==> src/rtl/stq_pkg.sv <==
// shared constants and types for the second-tier interrupt flag and mask block
package stq_pkg;
  localparam logic [7:0] CHG_MASK_OFFSET = 8'h05;
  localparam logic [7:0] REG_FLAGS_OFFSET = 8'h06;
  localparam logic [7:0] REG_MASK_OFFSET = 8'h07;
  localparam logic [7:0] CHG_MASK_RESET = 8'h7F;
  localparam logic [7:0] REG_FLAGS_RESET = 8'h00;
  localparam logic [7:0] REG_MASK_RESET = 8'hFF;
  localparam logic [7:0] RDATA_RESET = 8'h00;
  // edges after reset before a change flag may fire: sync refill plus first take
  localparam logic [1:0] SETTLE_EDGES = 2'h3;
  localparam int CHG_EVENT_COUNT = 7;
  localparam int REG_EVENT_COUNT = 4;
  // positions inside the regulator flag and mask registers
  localparam int BUCK_A_POS = 3;
  localparam int BUCK_B_POS = 2;
  localparam int LINREG_A_POS = 1;
  localparam int LINREG_B_POS = 0;
  // positions inside the charger mask register
  localparam int DEAD_TIMER_POS = 6;
  localparam int INPUT_LIMIT_POS = 5;
  localparam int FAST_TIMER_POS = 4;
  localparam int PREQUAL_TIMER_POS = 3;
  localparam int BATT_PRESENT_POS = 2;
  localparam int BATT_STATUS_POS = 1;
  localparam int CHARGER_STATUS_POS = 0;
  localparam int RESERVED_BIT_POS = 7;

  // output-good levels, packed in flag-bit order (bit 3 down to bit 0)
  typedef struct packed {
    logic buck_a_good;
    logic buck_b_good;
    logic linreg_a_good;
    logic linreg_b_good;
  } stq_good_t;

  // one register access from the serial bus engine
  typedef struct packed {
    logic wr;
    logic rd;
    logic [7:0] addr;
    logic [7:0] wdata;
  } stq_reg_req_t;
endpackage : stq_pkg

==> src/rtl/stq_change_flag.sv <==
// one latched change flag for an output-good level
`timescale 1ns/100ps
`default_nettype none
module stq_change_flag (
  input wire logic clk,
  input wire logic rst_n,
  input wire logic level,
  input wire logic clear,
  output var logic flag
);
  import stq_pkg::*;

  logic last_level;
  logic [1:0] settle;
  logic change;

  // the synchroniser ahead still shows its reset zeros for two edges,
  // so no edge is claimed until real levels have been taken
  assign change = (settle == SETTLE_EDGES) && (level != last_level);

  always_ff @(posedge clk or negedge rst_n) begin
    if (!rst_n) begin
      last_level <= 1'b0;
      settle <= 2'h0;
    end else begin
      last_level <= level;
      if (settle != SETTLE_EDGES) begin
        settle <= settle + 2'h1;
      end
    end
  end

  always_ff @(posedge clk or negedge rst_n) begin
    if (!rst_n) begin
      flag <= 1'b0;
    end else if (change) begin
      flag <= 1'b1;
    end else if (clear) begin
      flag <= 1'b0;
    end
  end
endmodule : stq_change_flag
`default_nettype wire

==> src/rtl/stq_irq_regs.sv <==
// charger mask, regulator flag and regulator mask registers with summary bits
`timescale 1ns/100ps
`default_nettype none
// Notes on behaviour
// - charger mask bits gate seven events, reset one
// - regulator flag register at 0x06, reset zero
// - buck changes set flag bits 3, 2
// - linear regulator changes set bits 1, 0
// - unmasked regulator flags drive summary bits
// - regulator mask at 0x07, resets all ones
// - unmasked charger flag drives charger summary
// - regulator change flags latch until cleared
module stq_irq_regs (
  input wire logic CLK,
  input wire logic RST_N,
  input wire stq_pkg::stq_reg_req_t REG_REQ,
  input wire stq_pkg::stq_good_t GOOD,
  input wire logic [6:0] CHG_FLAGS,
  output var logic [7:0] REG_RDATA,
  output var logic SWITCHER_SUMMARY_BIT,
  output var logic LINREG_SUMMARY_BIT,
  output var logic CHARGER_SUMMARY_BIT
);
  import stq_pkg::*;

  logic [7:0] charger_event_mask;
  logic [7:0] regulator_event_mask;
  logic [7:0] next_chg_mask;
  logic [7:0] next_reg_mask;
  logic [3:0] change_flags;
  logic [3:0] flag_clear;
  logic [3:0] good_meta;
  logic [3:0] good_sync;
  logic [7:0] next_rdata;
  logic [7:0] flag_view;
  logic [3:0] open_flags;
  logic [6:0] open_chg;
  logic [6:0] chg_gate;
  logic wr_chg_mask;
  logic wr_reg_flags;
  logic wr_reg_mask;
  logic next_switcher;
  logic next_linreg;
  logic next_charger;

  // named field views, so the gating below reads event by event
  logic dead_timer_gate;
  logic input_limit_gate;
  logic fast_timer_gate;
  logic prequal_timer_gate;
  logic batt_present_gate;
  logic batt_status_gate;
  logic charger_status_gate;
  logic buck_a_flag_gate;
  logic buck_b_flag_gate;
  logic linreg_a_flag_gate;
  logic linreg_b_flag_gate;
  logic buck_a_change_flag;
  logic buck_b_change_flag;
  logic linreg_a_change_flag;
  logic linreg_b_change_flag;

  function automatic logic hit(input stq_reg_req_t req, input logic [7:0] offset);
    hit = (req.addr == offset);
  endfunction : hit

  // analog comparators are asynchronous to this clock
  always_ff @(posedge CLK or negedge RST_N) begin
    if (!RST_N) begin
      good_meta <= 4'h0;
      good_sync <= 4'h0;
    end else begin
      good_meta <= GOOD;
      good_sync <= good_meta;
    end
  end

  // register decodes, shared by the write and clear paths
  assign wr_chg_mask = REG_REQ.wr && hit(REG_REQ, CHG_MASK_OFFSET);
  assign wr_reg_flags = REG_REQ.wr && hit(REG_REQ, REG_FLAGS_OFFSET);
  assign wr_reg_mask = REG_REQ.wr && hit(REG_REQ, REG_MASK_OFFSET);

  // reserved mask bits are plain storage and read back as written
  always_comb begin
    next_chg_mask = charger_event_mask;
    if (wr_chg_mask) begin
      next_chg_mask = REG_REQ.wdata;
    end
  end

  always_comb begin
    next_reg_mask = regulator_event_mask;
    if (wr_reg_mask) begin
      next_reg_mask = REG_REQ.wdata;
    end
  end

  always_ff @(posedge CLK or negedge RST_N) begin
    if (!RST_N) begin
      charger_event_mask <= CHG_MASK_RESET;
    end else begin
      charger_event_mask <= next_chg_mask;
    end
  end

  always_ff @(posedge CLK or negedge RST_N) begin
    if (!RST_N) begin
      regulator_event_mask <= REG_MASK_RESET;
    end else begin
      regulator_event_mask <= next_reg_mask;
    end
  end

  genvar g;
  // write-one-to-clear; flag bits 7..4 have no storage
  generate
    for (g = 0; g < REG_EVENT_COUNT; g++) begin : g_clear
      assign flag_clear[g] = wr_reg_flags && REG_REQ.wdata[g];
    end
  endgenerate

  // set wins over clear inside each flag, so no change is lost
  generate
    for (g = 0; g < REG_EVENT_COUNT; g++) begin : g_flag
      stq_change_flag u_flag (
        .clk(CLK),
        .rst_n(RST_N),
        .level(good_sync[g]),
        .clear(flag_clear[g]),
        .flag(change_flags[g])
      );
    end
  endgenerate

  assign dead_timer_gate = charger_event_mask[DEAD_TIMER_POS];
  assign input_limit_gate = charger_event_mask[INPUT_LIMIT_POS];
  assign fast_timer_gate = charger_event_mask[FAST_TIMER_POS];
  assign prequal_timer_gate = charger_event_mask[PREQUAL_TIMER_POS];
  assign batt_present_gate = charger_event_mask[BATT_PRESENT_POS];
  assign batt_status_gate = charger_event_mask[BATT_STATUS_POS];
  assign charger_status_gate = charger_event_mask[CHARGER_STATUS_POS];
  assign buck_a_flag_gate = regulator_event_mask[BUCK_A_POS];
  assign buck_b_flag_gate = regulator_event_mask[BUCK_B_POS];
  assign linreg_a_flag_gate = regulator_event_mask[LINREG_A_POS];
  assign linreg_b_flag_gate = regulator_event_mask[LINREG_B_POS];
  assign buck_a_change_flag = change_flags[BUCK_A_POS];
  assign buck_b_change_flag = change_flags[BUCK_B_POS];
  assign linreg_a_change_flag = change_flags[LINREG_A_POS];
  assign linreg_b_change_flag = change_flags[LINREG_B_POS];

  // reassembled in register bit order so one loop gates every charger event
  assign chg_gate = {dead_timer_gate, input_limit_gate, fast_timer_gate, prequal_timer_gate,
                     batt_present_gate, batt_status_gate, charger_status_gate};

  // a flag reaches its summary only while its gate bit is zero
  assign open_flags[BUCK_A_POS] = buck_a_change_flag && !buck_a_flag_gate;
  assign open_flags[BUCK_B_POS] = buck_b_change_flag && !buck_b_flag_gate;
  assign open_flags[LINREG_A_POS] = linreg_a_change_flag && !linreg_a_flag_gate;
  assign open_flags[LINREG_B_POS] = linreg_b_change_flag && !linreg_b_flag_gate;

  // charger flags arrive already latched from their own register
  generate
    for (g = 0; g < CHG_EVENT_COUNT; g++) begin : g_open_chg
      assign open_chg[g] = CHG_FLAGS[g] && !chg_gate[g];
    end
  endgenerate

  // flag register as read: reserved upper bits always zero
  assign flag_view = {4'h0, buck_a_change_flag, buck_b_change_flag,
                      linreg_a_change_flag, linreg_b_change_flag};

  always_comb begin
    next_switcher = open_flags[BUCK_A_POS] || open_flags[BUCK_B_POS];
    next_linreg = open_flags[LINREG_A_POS] || open_flags[LINREG_B_POS];
    next_charger = |open_chg;
  end

  // registered so every summary leaves a flip-flop
  always_ff @(posedge CLK or negedge RST_N) begin
    if (!RST_N) begin
      SWITCHER_SUMMARY_BIT <= 1'b0;
      LINREG_SUMMARY_BIT <= 1'b0;
      CHARGER_SUMMARY_BIT <= 1'b0;
    end else begin
      SWITCHER_SUMMARY_BIT <= next_switcher;
      LINREG_SUMMARY_BIT <= next_linreg;
      CHARGER_SUMMARY_BIT <= next_charger;
    end
  end

  // unmapped addresses read zero
  always_comb begin
    next_rdata = RDATA_RESET;
    case (REG_REQ.addr)
      CHG_MASK_OFFSET: begin
        next_rdata = charger_event_mask;
      end
      REG_FLAGS_OFFSET: begin
        next_rdata = flag_view;
      end
      REG_MASK_OFFSET: begin
        next_rdata = regulator_event_mask;
      end
      default: begin
        next_rdata = RDATA_RESET;
      end
    endcase
  end

  // read data holds until the next read
  always_ff @(posedge CLK or negedge RST_N) begin
    if (!RST_N) begin
      REG_RDATA <= RDATA_RESET;
    end else if (REG_REQ.rd) begin
      REG_RDATA <= next_rdata;
    end
  end
endmodule : stq_irq_regs
`default_nettype wire

==> config.mk <==
export PLATFORM = sky130hd
export DESIGN_NAME = stq_irq_regs
export DESIGN_NICKNAME = d
export VERILOG_FILES = /design/src/rtl/stq_pkg.sv /design/src/rtl/stq_change_flag.sv /design/src/rtl/stq_irq_regs.sv
export SDC_FILE = /design/constraint.sdc
export NUM_CORES = 1
export LEC_CHECK = 0
export BUFFER_PORTS_ARGS = -buffer_cell sky130_fd_sc_hd__buf_2
export CAP_MARGIN = 10
export CORE_MARGIN = 2
export CORE_UTILIZATION = 35
export CTS_CLUSTER_SIZE = 12
export DETAILED_ROUTE_END_ITERATION = 10
export HOLD_SLACK_MARGIN = 0.15
export PLACE_DENSITY = 0.56
export SLEW_MARGIN = 40
export SYNTH_ARGS = -nofsm -noshare
export SYNTH_HDL_FRONTEND = slang
export SYNTH_SLANG_ARGS = --single-unit
export TNS_END_PERCENT = 100
==> constraint.sdc <==
create_clock -name CLK -period 3 [get_ports CLK]
set_clock_uncertainty 0.1 [all_clocks]
set_input_delay 0 -clock CLK [delete_from_list [all_inputs] [get_ports CLK]]
set_output_delay 0 -clock CLK [all_outputs]
set_load 0.03 [all_outputs]
After elaboration in Yosys (flattened, before gate mapping)
Index checks and enable logic that the tools add are counted.
{ "totals": {"ff_bits": 51, "in_bits": 31} }
{ "classes": {"add_sub_neg": 4, "n_eq_ne": 15, "mux": 9, "n_reduce_logical": 40} }
{ "op_table": {"columns": ["cell", "count"], "rows": [
  ["$eq A8 B3 Y1 const B", 3],
  ["$pmux W8 S3", 1],
  ["$logic_and A1 B1 Y1", 22],
  ["$logic_not A1 Y1", 11],
  ["$add A2 B1 Y2 const B", 4],
  ["$eq A2 B2 Y1 const B", 4],
  ["$mux W1", 8],
  ["$ne A2 B2 Y1 const B", 4],
  ["$reduce_bool A2 Y1", 4],
  ["$reduce_or A7 Y1", 1],
  ["$ne A1 B1 Y1", 4],
  ["$logic_or A1 B1 Y1", 2]
]} }

Longest topological paths before layout
{ "depth": {"word_depth": 5, "ltp_mapped": 4} }

Modules after synthesis
From an unflattened synthesis, not the netlist that was laid out.
{ "hier_totals": {"cells_unflattened": 159, "hier_area_um2": 2134.5} }
{ "by_module_without_submodules": {"columns": ["module", "n_inst", "cells_per_inst", "area_per_inst_um2"], "rows": [
  ["stq_irq_regs", 1, 119, 1503.9],
  ["stq_change_flag", 4, 10, 157.7]
]} }

Least setup slack after synthesis
Ideal clock, no wire load.
{ "synth_timing": {"path_type": "input -> register", "startpoint": "input REG_REQ[11] in the netlist's numbering", "endpoint": "register charger_event_mask[7]", "setup_ns": 0.125, "arrival_ns": 1.005, "t_required_ns": 2.775, "setup_slack_ns": 1.771, "path_stages": 3, "n_path_buf": 0, "path_cell_list": "nor4b_4 nand4b_2 mux2_2"} }
{ "synth_between": {"elab_chain_len": 2} }
{ "synth_lines": {"columns": ["item", "line", "rtl"], "rows": [
  ["start: declaration", "stq_irq_regs.sv:16", "input wire stq_pkg::stq_reg_req_t REG_REQ,"],
  ["$eq A8 B3 Y1", "stq_irq_regs.sv:64", "hit = (req.addr == offset);"],
  ["$logic_and A1 B1 Y1", "stq_irq_regs.sv:79", "assign wr_chg_mask = REG_REQ.wr && hit(REG_REQ, CHG_MASK_OFFSET);"],
  ["end signal: assignment", "stq_irq_regs.sv:102", "charger_event_mask <= next_chg_mask;"],
  ["end: declaration", "stq_irq_regs.sv:26", "logic [7:0] charger_event_mask;"]
]} }
No other way between the ends.
A chain may end at the register's enable or synchronous reset.

Worst setup path in the final report
{ "layout_timing": {"startpoint": "input REG_REQ[12] in the netlist's numbering", "endpoint": "register g_flag[1].u_flag.flag"} }
{ "layout_between": {"elab_chain_len": 4} }
{ "layout_lines": {"columns": ["item", "line", "rtl"], "rows": [
  ["$eq A8 B3 Y1", "stq_irq_regs.sv:64", null],
  ["$logic_and A1 B1 Y1", "stq_irq_regs.sv:80", "assign wr_reg_flags = REG_REQ.wr && hit(REG_REQ, REG_FLAGS_OFFSET);"],
  ["$logic_and A1 B1 Y1", "stq_irq_regs.sv:118", "assign flag_clear[g] = wr_reg_flags && REG_REQ.wdata[g];"],
  ["$reduce_bool A2 Y1 (no source line)", null, null],
  ["end signal: assignment", "stq_change_flag.sv:35", "flag <= 1'b0;"],
  ["end signal: assignment", "stq_change_flag.sv:37", "flag <= 1'b1;"],
  ["end signal: assignment", "stq_change_flag.sv:39", "flag <= 1'b0;"],
  ["end: declaration", "stq_change_flag.sv:9", "output var logic flag"]
]} }
No other way between the ends.

==> metrics.yaml <==
status: "finished, final reports clean"
slew_headroom_pct: 57.9
core_area_um2: 5850
clockBufferDepth: 2
synth_edf_count: 0
routed_wirelength_um: 4150
avgSynthCellArea_um2: 13.9
timing.final.crit_share_pct: 81.7
port-buffer-count: 41
gp_congestion: 0.729
clk_pin_slew_ns: 0.09
chipHeight_um: 81.5
grt_pass1_wl_um: 6550
ant_nets: 0
setup_violations: 0
num_rows: 28
async_flop_share_pct: 100
worstPathMaxFanout: 4
cts_buffers: 5
vias: 1380
crit_arrival_ns: 2.54
drive_gt1_share_pct: 42.2
pin_count: 42
synth_flop_cell: "dfrtp_1"
antenna_found_initial: 0
layout.nets: 259
cap_viol_max_count: 0
final_max_slew_viol_count: 0
required_ns: 3.09
drc: 0
antennaDiodeCount: 0
placed_area_um2: 2400
ys_seq_area_share_pct: 61.7
synth_cells: 151
fin_ws_ns: 0.550
dieWidth_um: 81.5
ir_worst_vdd_mv: 0.262
viasPerCell: 4.60
clock_latency_ns: 0.30
hpwl_um: 2900
grt_use_total_pct: 13.5
synth_nets: 186
ctsRootBufferMaster: "clkbuf_8"
die-area_um2: 6630
cts.sinks: 51
p_leak_uw: 0.00123
grt_pass1_vias: 1368
end_kind: "flip-flop"
first_iter_violations: 47
ys_ff_latch: 51
grt_overflow_total: 0
hold_viol: 0
fin_area_um2: 2740
max_freq_mhz: 408
post-place-ws_ns: 1.41
rsz0062_at_grt: "no"
worstSetupStartpointType: "primary input"
htree_levels: 2
worst_pin_slew_ns: 0.632
area_delta_synth_final_pct: 30.5
ys.warnings.count: 0
period_minus_slack_ns: 2.45
mostFrequentLayoutCells: "buf_2, dfrtp_1, mux2_2"
first_pass_iters: 4
grt_max_degree: 52
crit_type: "in2reg"
tns_ns: 0
wl_per_cell_um: 13.8
synthDistinctLibCells: 25
p_per_area_nw_per_um2: 441
layout_commonest_cell: "buf_2"
hp-class: "in2reg"
netlist_area_um2: 2100
cts_tree: "done"
start_util_pct: 35.9
## worst max-delay path, stage by stage
cell           delay, ns
dlygate4sd3_1       0.54
buf_2               0.14
nor4b_4             0.32
dlygate4sd3_1       0.68
nand4_1             0.10
dlygate4sd3_1       0.58
a22o_1              0.18
## final cells by class
class,count,area (um^2)
multi-input combinational,80,729
tap,75,93.8
fill,539,3110
clock inverter,1,5.00
sequential,51,1290
timing repair buffer,68,473
clock buffer,7,76.3
inverter,18,67.6
## synthesized netlist by cell type, types with 3 or more instances
cell type / n / area share, %
mux2_2: 28 / 15
o22ai_1: 10 / 3.0
a22oi_1: 5 / 1.8
xnor2_1: 4 / 1.7
dfstp_2: 15 / 19
nor2_1: 3 / 0.54
ha_1: 4 / 2.4
xor2_1: 4 / 1.7
nand2_1: 5 / 0.89
inv_1: 18 / 3.2
dfrtp_1: 36 / 43
## sequential cells by signal (all words and copies together) (netlist names), 4 cells and up
| signal | flops |
|---|---|
| g_flag.u_flag.settle | 8 |
| good_meta | 4 |
| good_sync | 4 |
| charger_event_mask | 8 |
| regulator_event_mask | 8 |
| REG_RDATA | 8 |
| g_flag.u_flag.flag | 4 |
| g_flag.u_flag.last_level | 4 |
## stage by stage
stage | power, uW | utilization (%) | cells | hold slack, ns
global placement | 824 | 41.0 | 266 | 0.00773
global route | 1270 | 46.8 | 300 | 0.202
floorplan | 773 | - | 151 | -0.396
CTS | 1230 | 46.8 | 300 | 0.166
finish | 1210 | 46.8 | 300 | 0.169
detailed placement | 825 | 41.0 | 266 | 0.00932
## repair_timing
action,4_1_cts,5_1_grt
endpoints found under the setup margin,0,0
endpoints found under the hold margin,84,0
hold buffers,26,0
gates resized for setup,0,0
buffers inserted,0,0
## logic make-up (layout without fill, tap and decap cells)
logic type      after synthesis  count (layout)  synth area share (%)
fa+ha+maj                     4               4                  2.38
buf+inv                      20              94                  3.58
xor+xnor                      8               8                  3.34
mux                          28              28                  15.0
flops                        51              51                  61.7
simple gates                 19              19                  6.56
compound gates               21              21                  7.45
## per-layer routing
| metal | track usage, % | vias to the layer above | wire length [um] |
|---|---|---|---|
| met1 | 18.2 | 661 | 1990 |
| li1 | - | 676 | - |
| met4 | 5.93 | 0 | 58 |
| met5 | 0 | - | 0 |
| met3 | 3.52 | 9 | 214 |
| met2 | 20.6 | 34 | 1890 |
## final timing paths
kind                                        from               endpoint  slack, ns  depth (start not counted)
hold / removal                       REG_REQ[17]  g_flag[2].u_flag.flag       0.17                          4
max in group asynchronous                  RST_N           REG_RDATA[4]       2.14                          3
min in group asynchronous                  RST_N           good_sync[1]       0.24                          3
setup / recovery                     REG_REQ[12]  g_flag[1].u_flag.flag       0.55                          7
setup reg to reg           charger_event_mask[3]    CHARGER_SUMMARY_BIT       0.99                          4
hold reg to reg                     good_meta[3]           good_sync[3]       0.25                          0
## power breakdown
| part | total, uW | switching [uW] | leakage (uW) | internal (uW) |
|---|---|---|---|---|
| sequential | 725 | 10.7 | 0.000552 | 714 |
| combinational | 107 | 49.7 | 0.000631 | 57.5 |
| clock | 376 | 212 | 0.0000422 | 164 |
(Power assumes the default switching activity.)
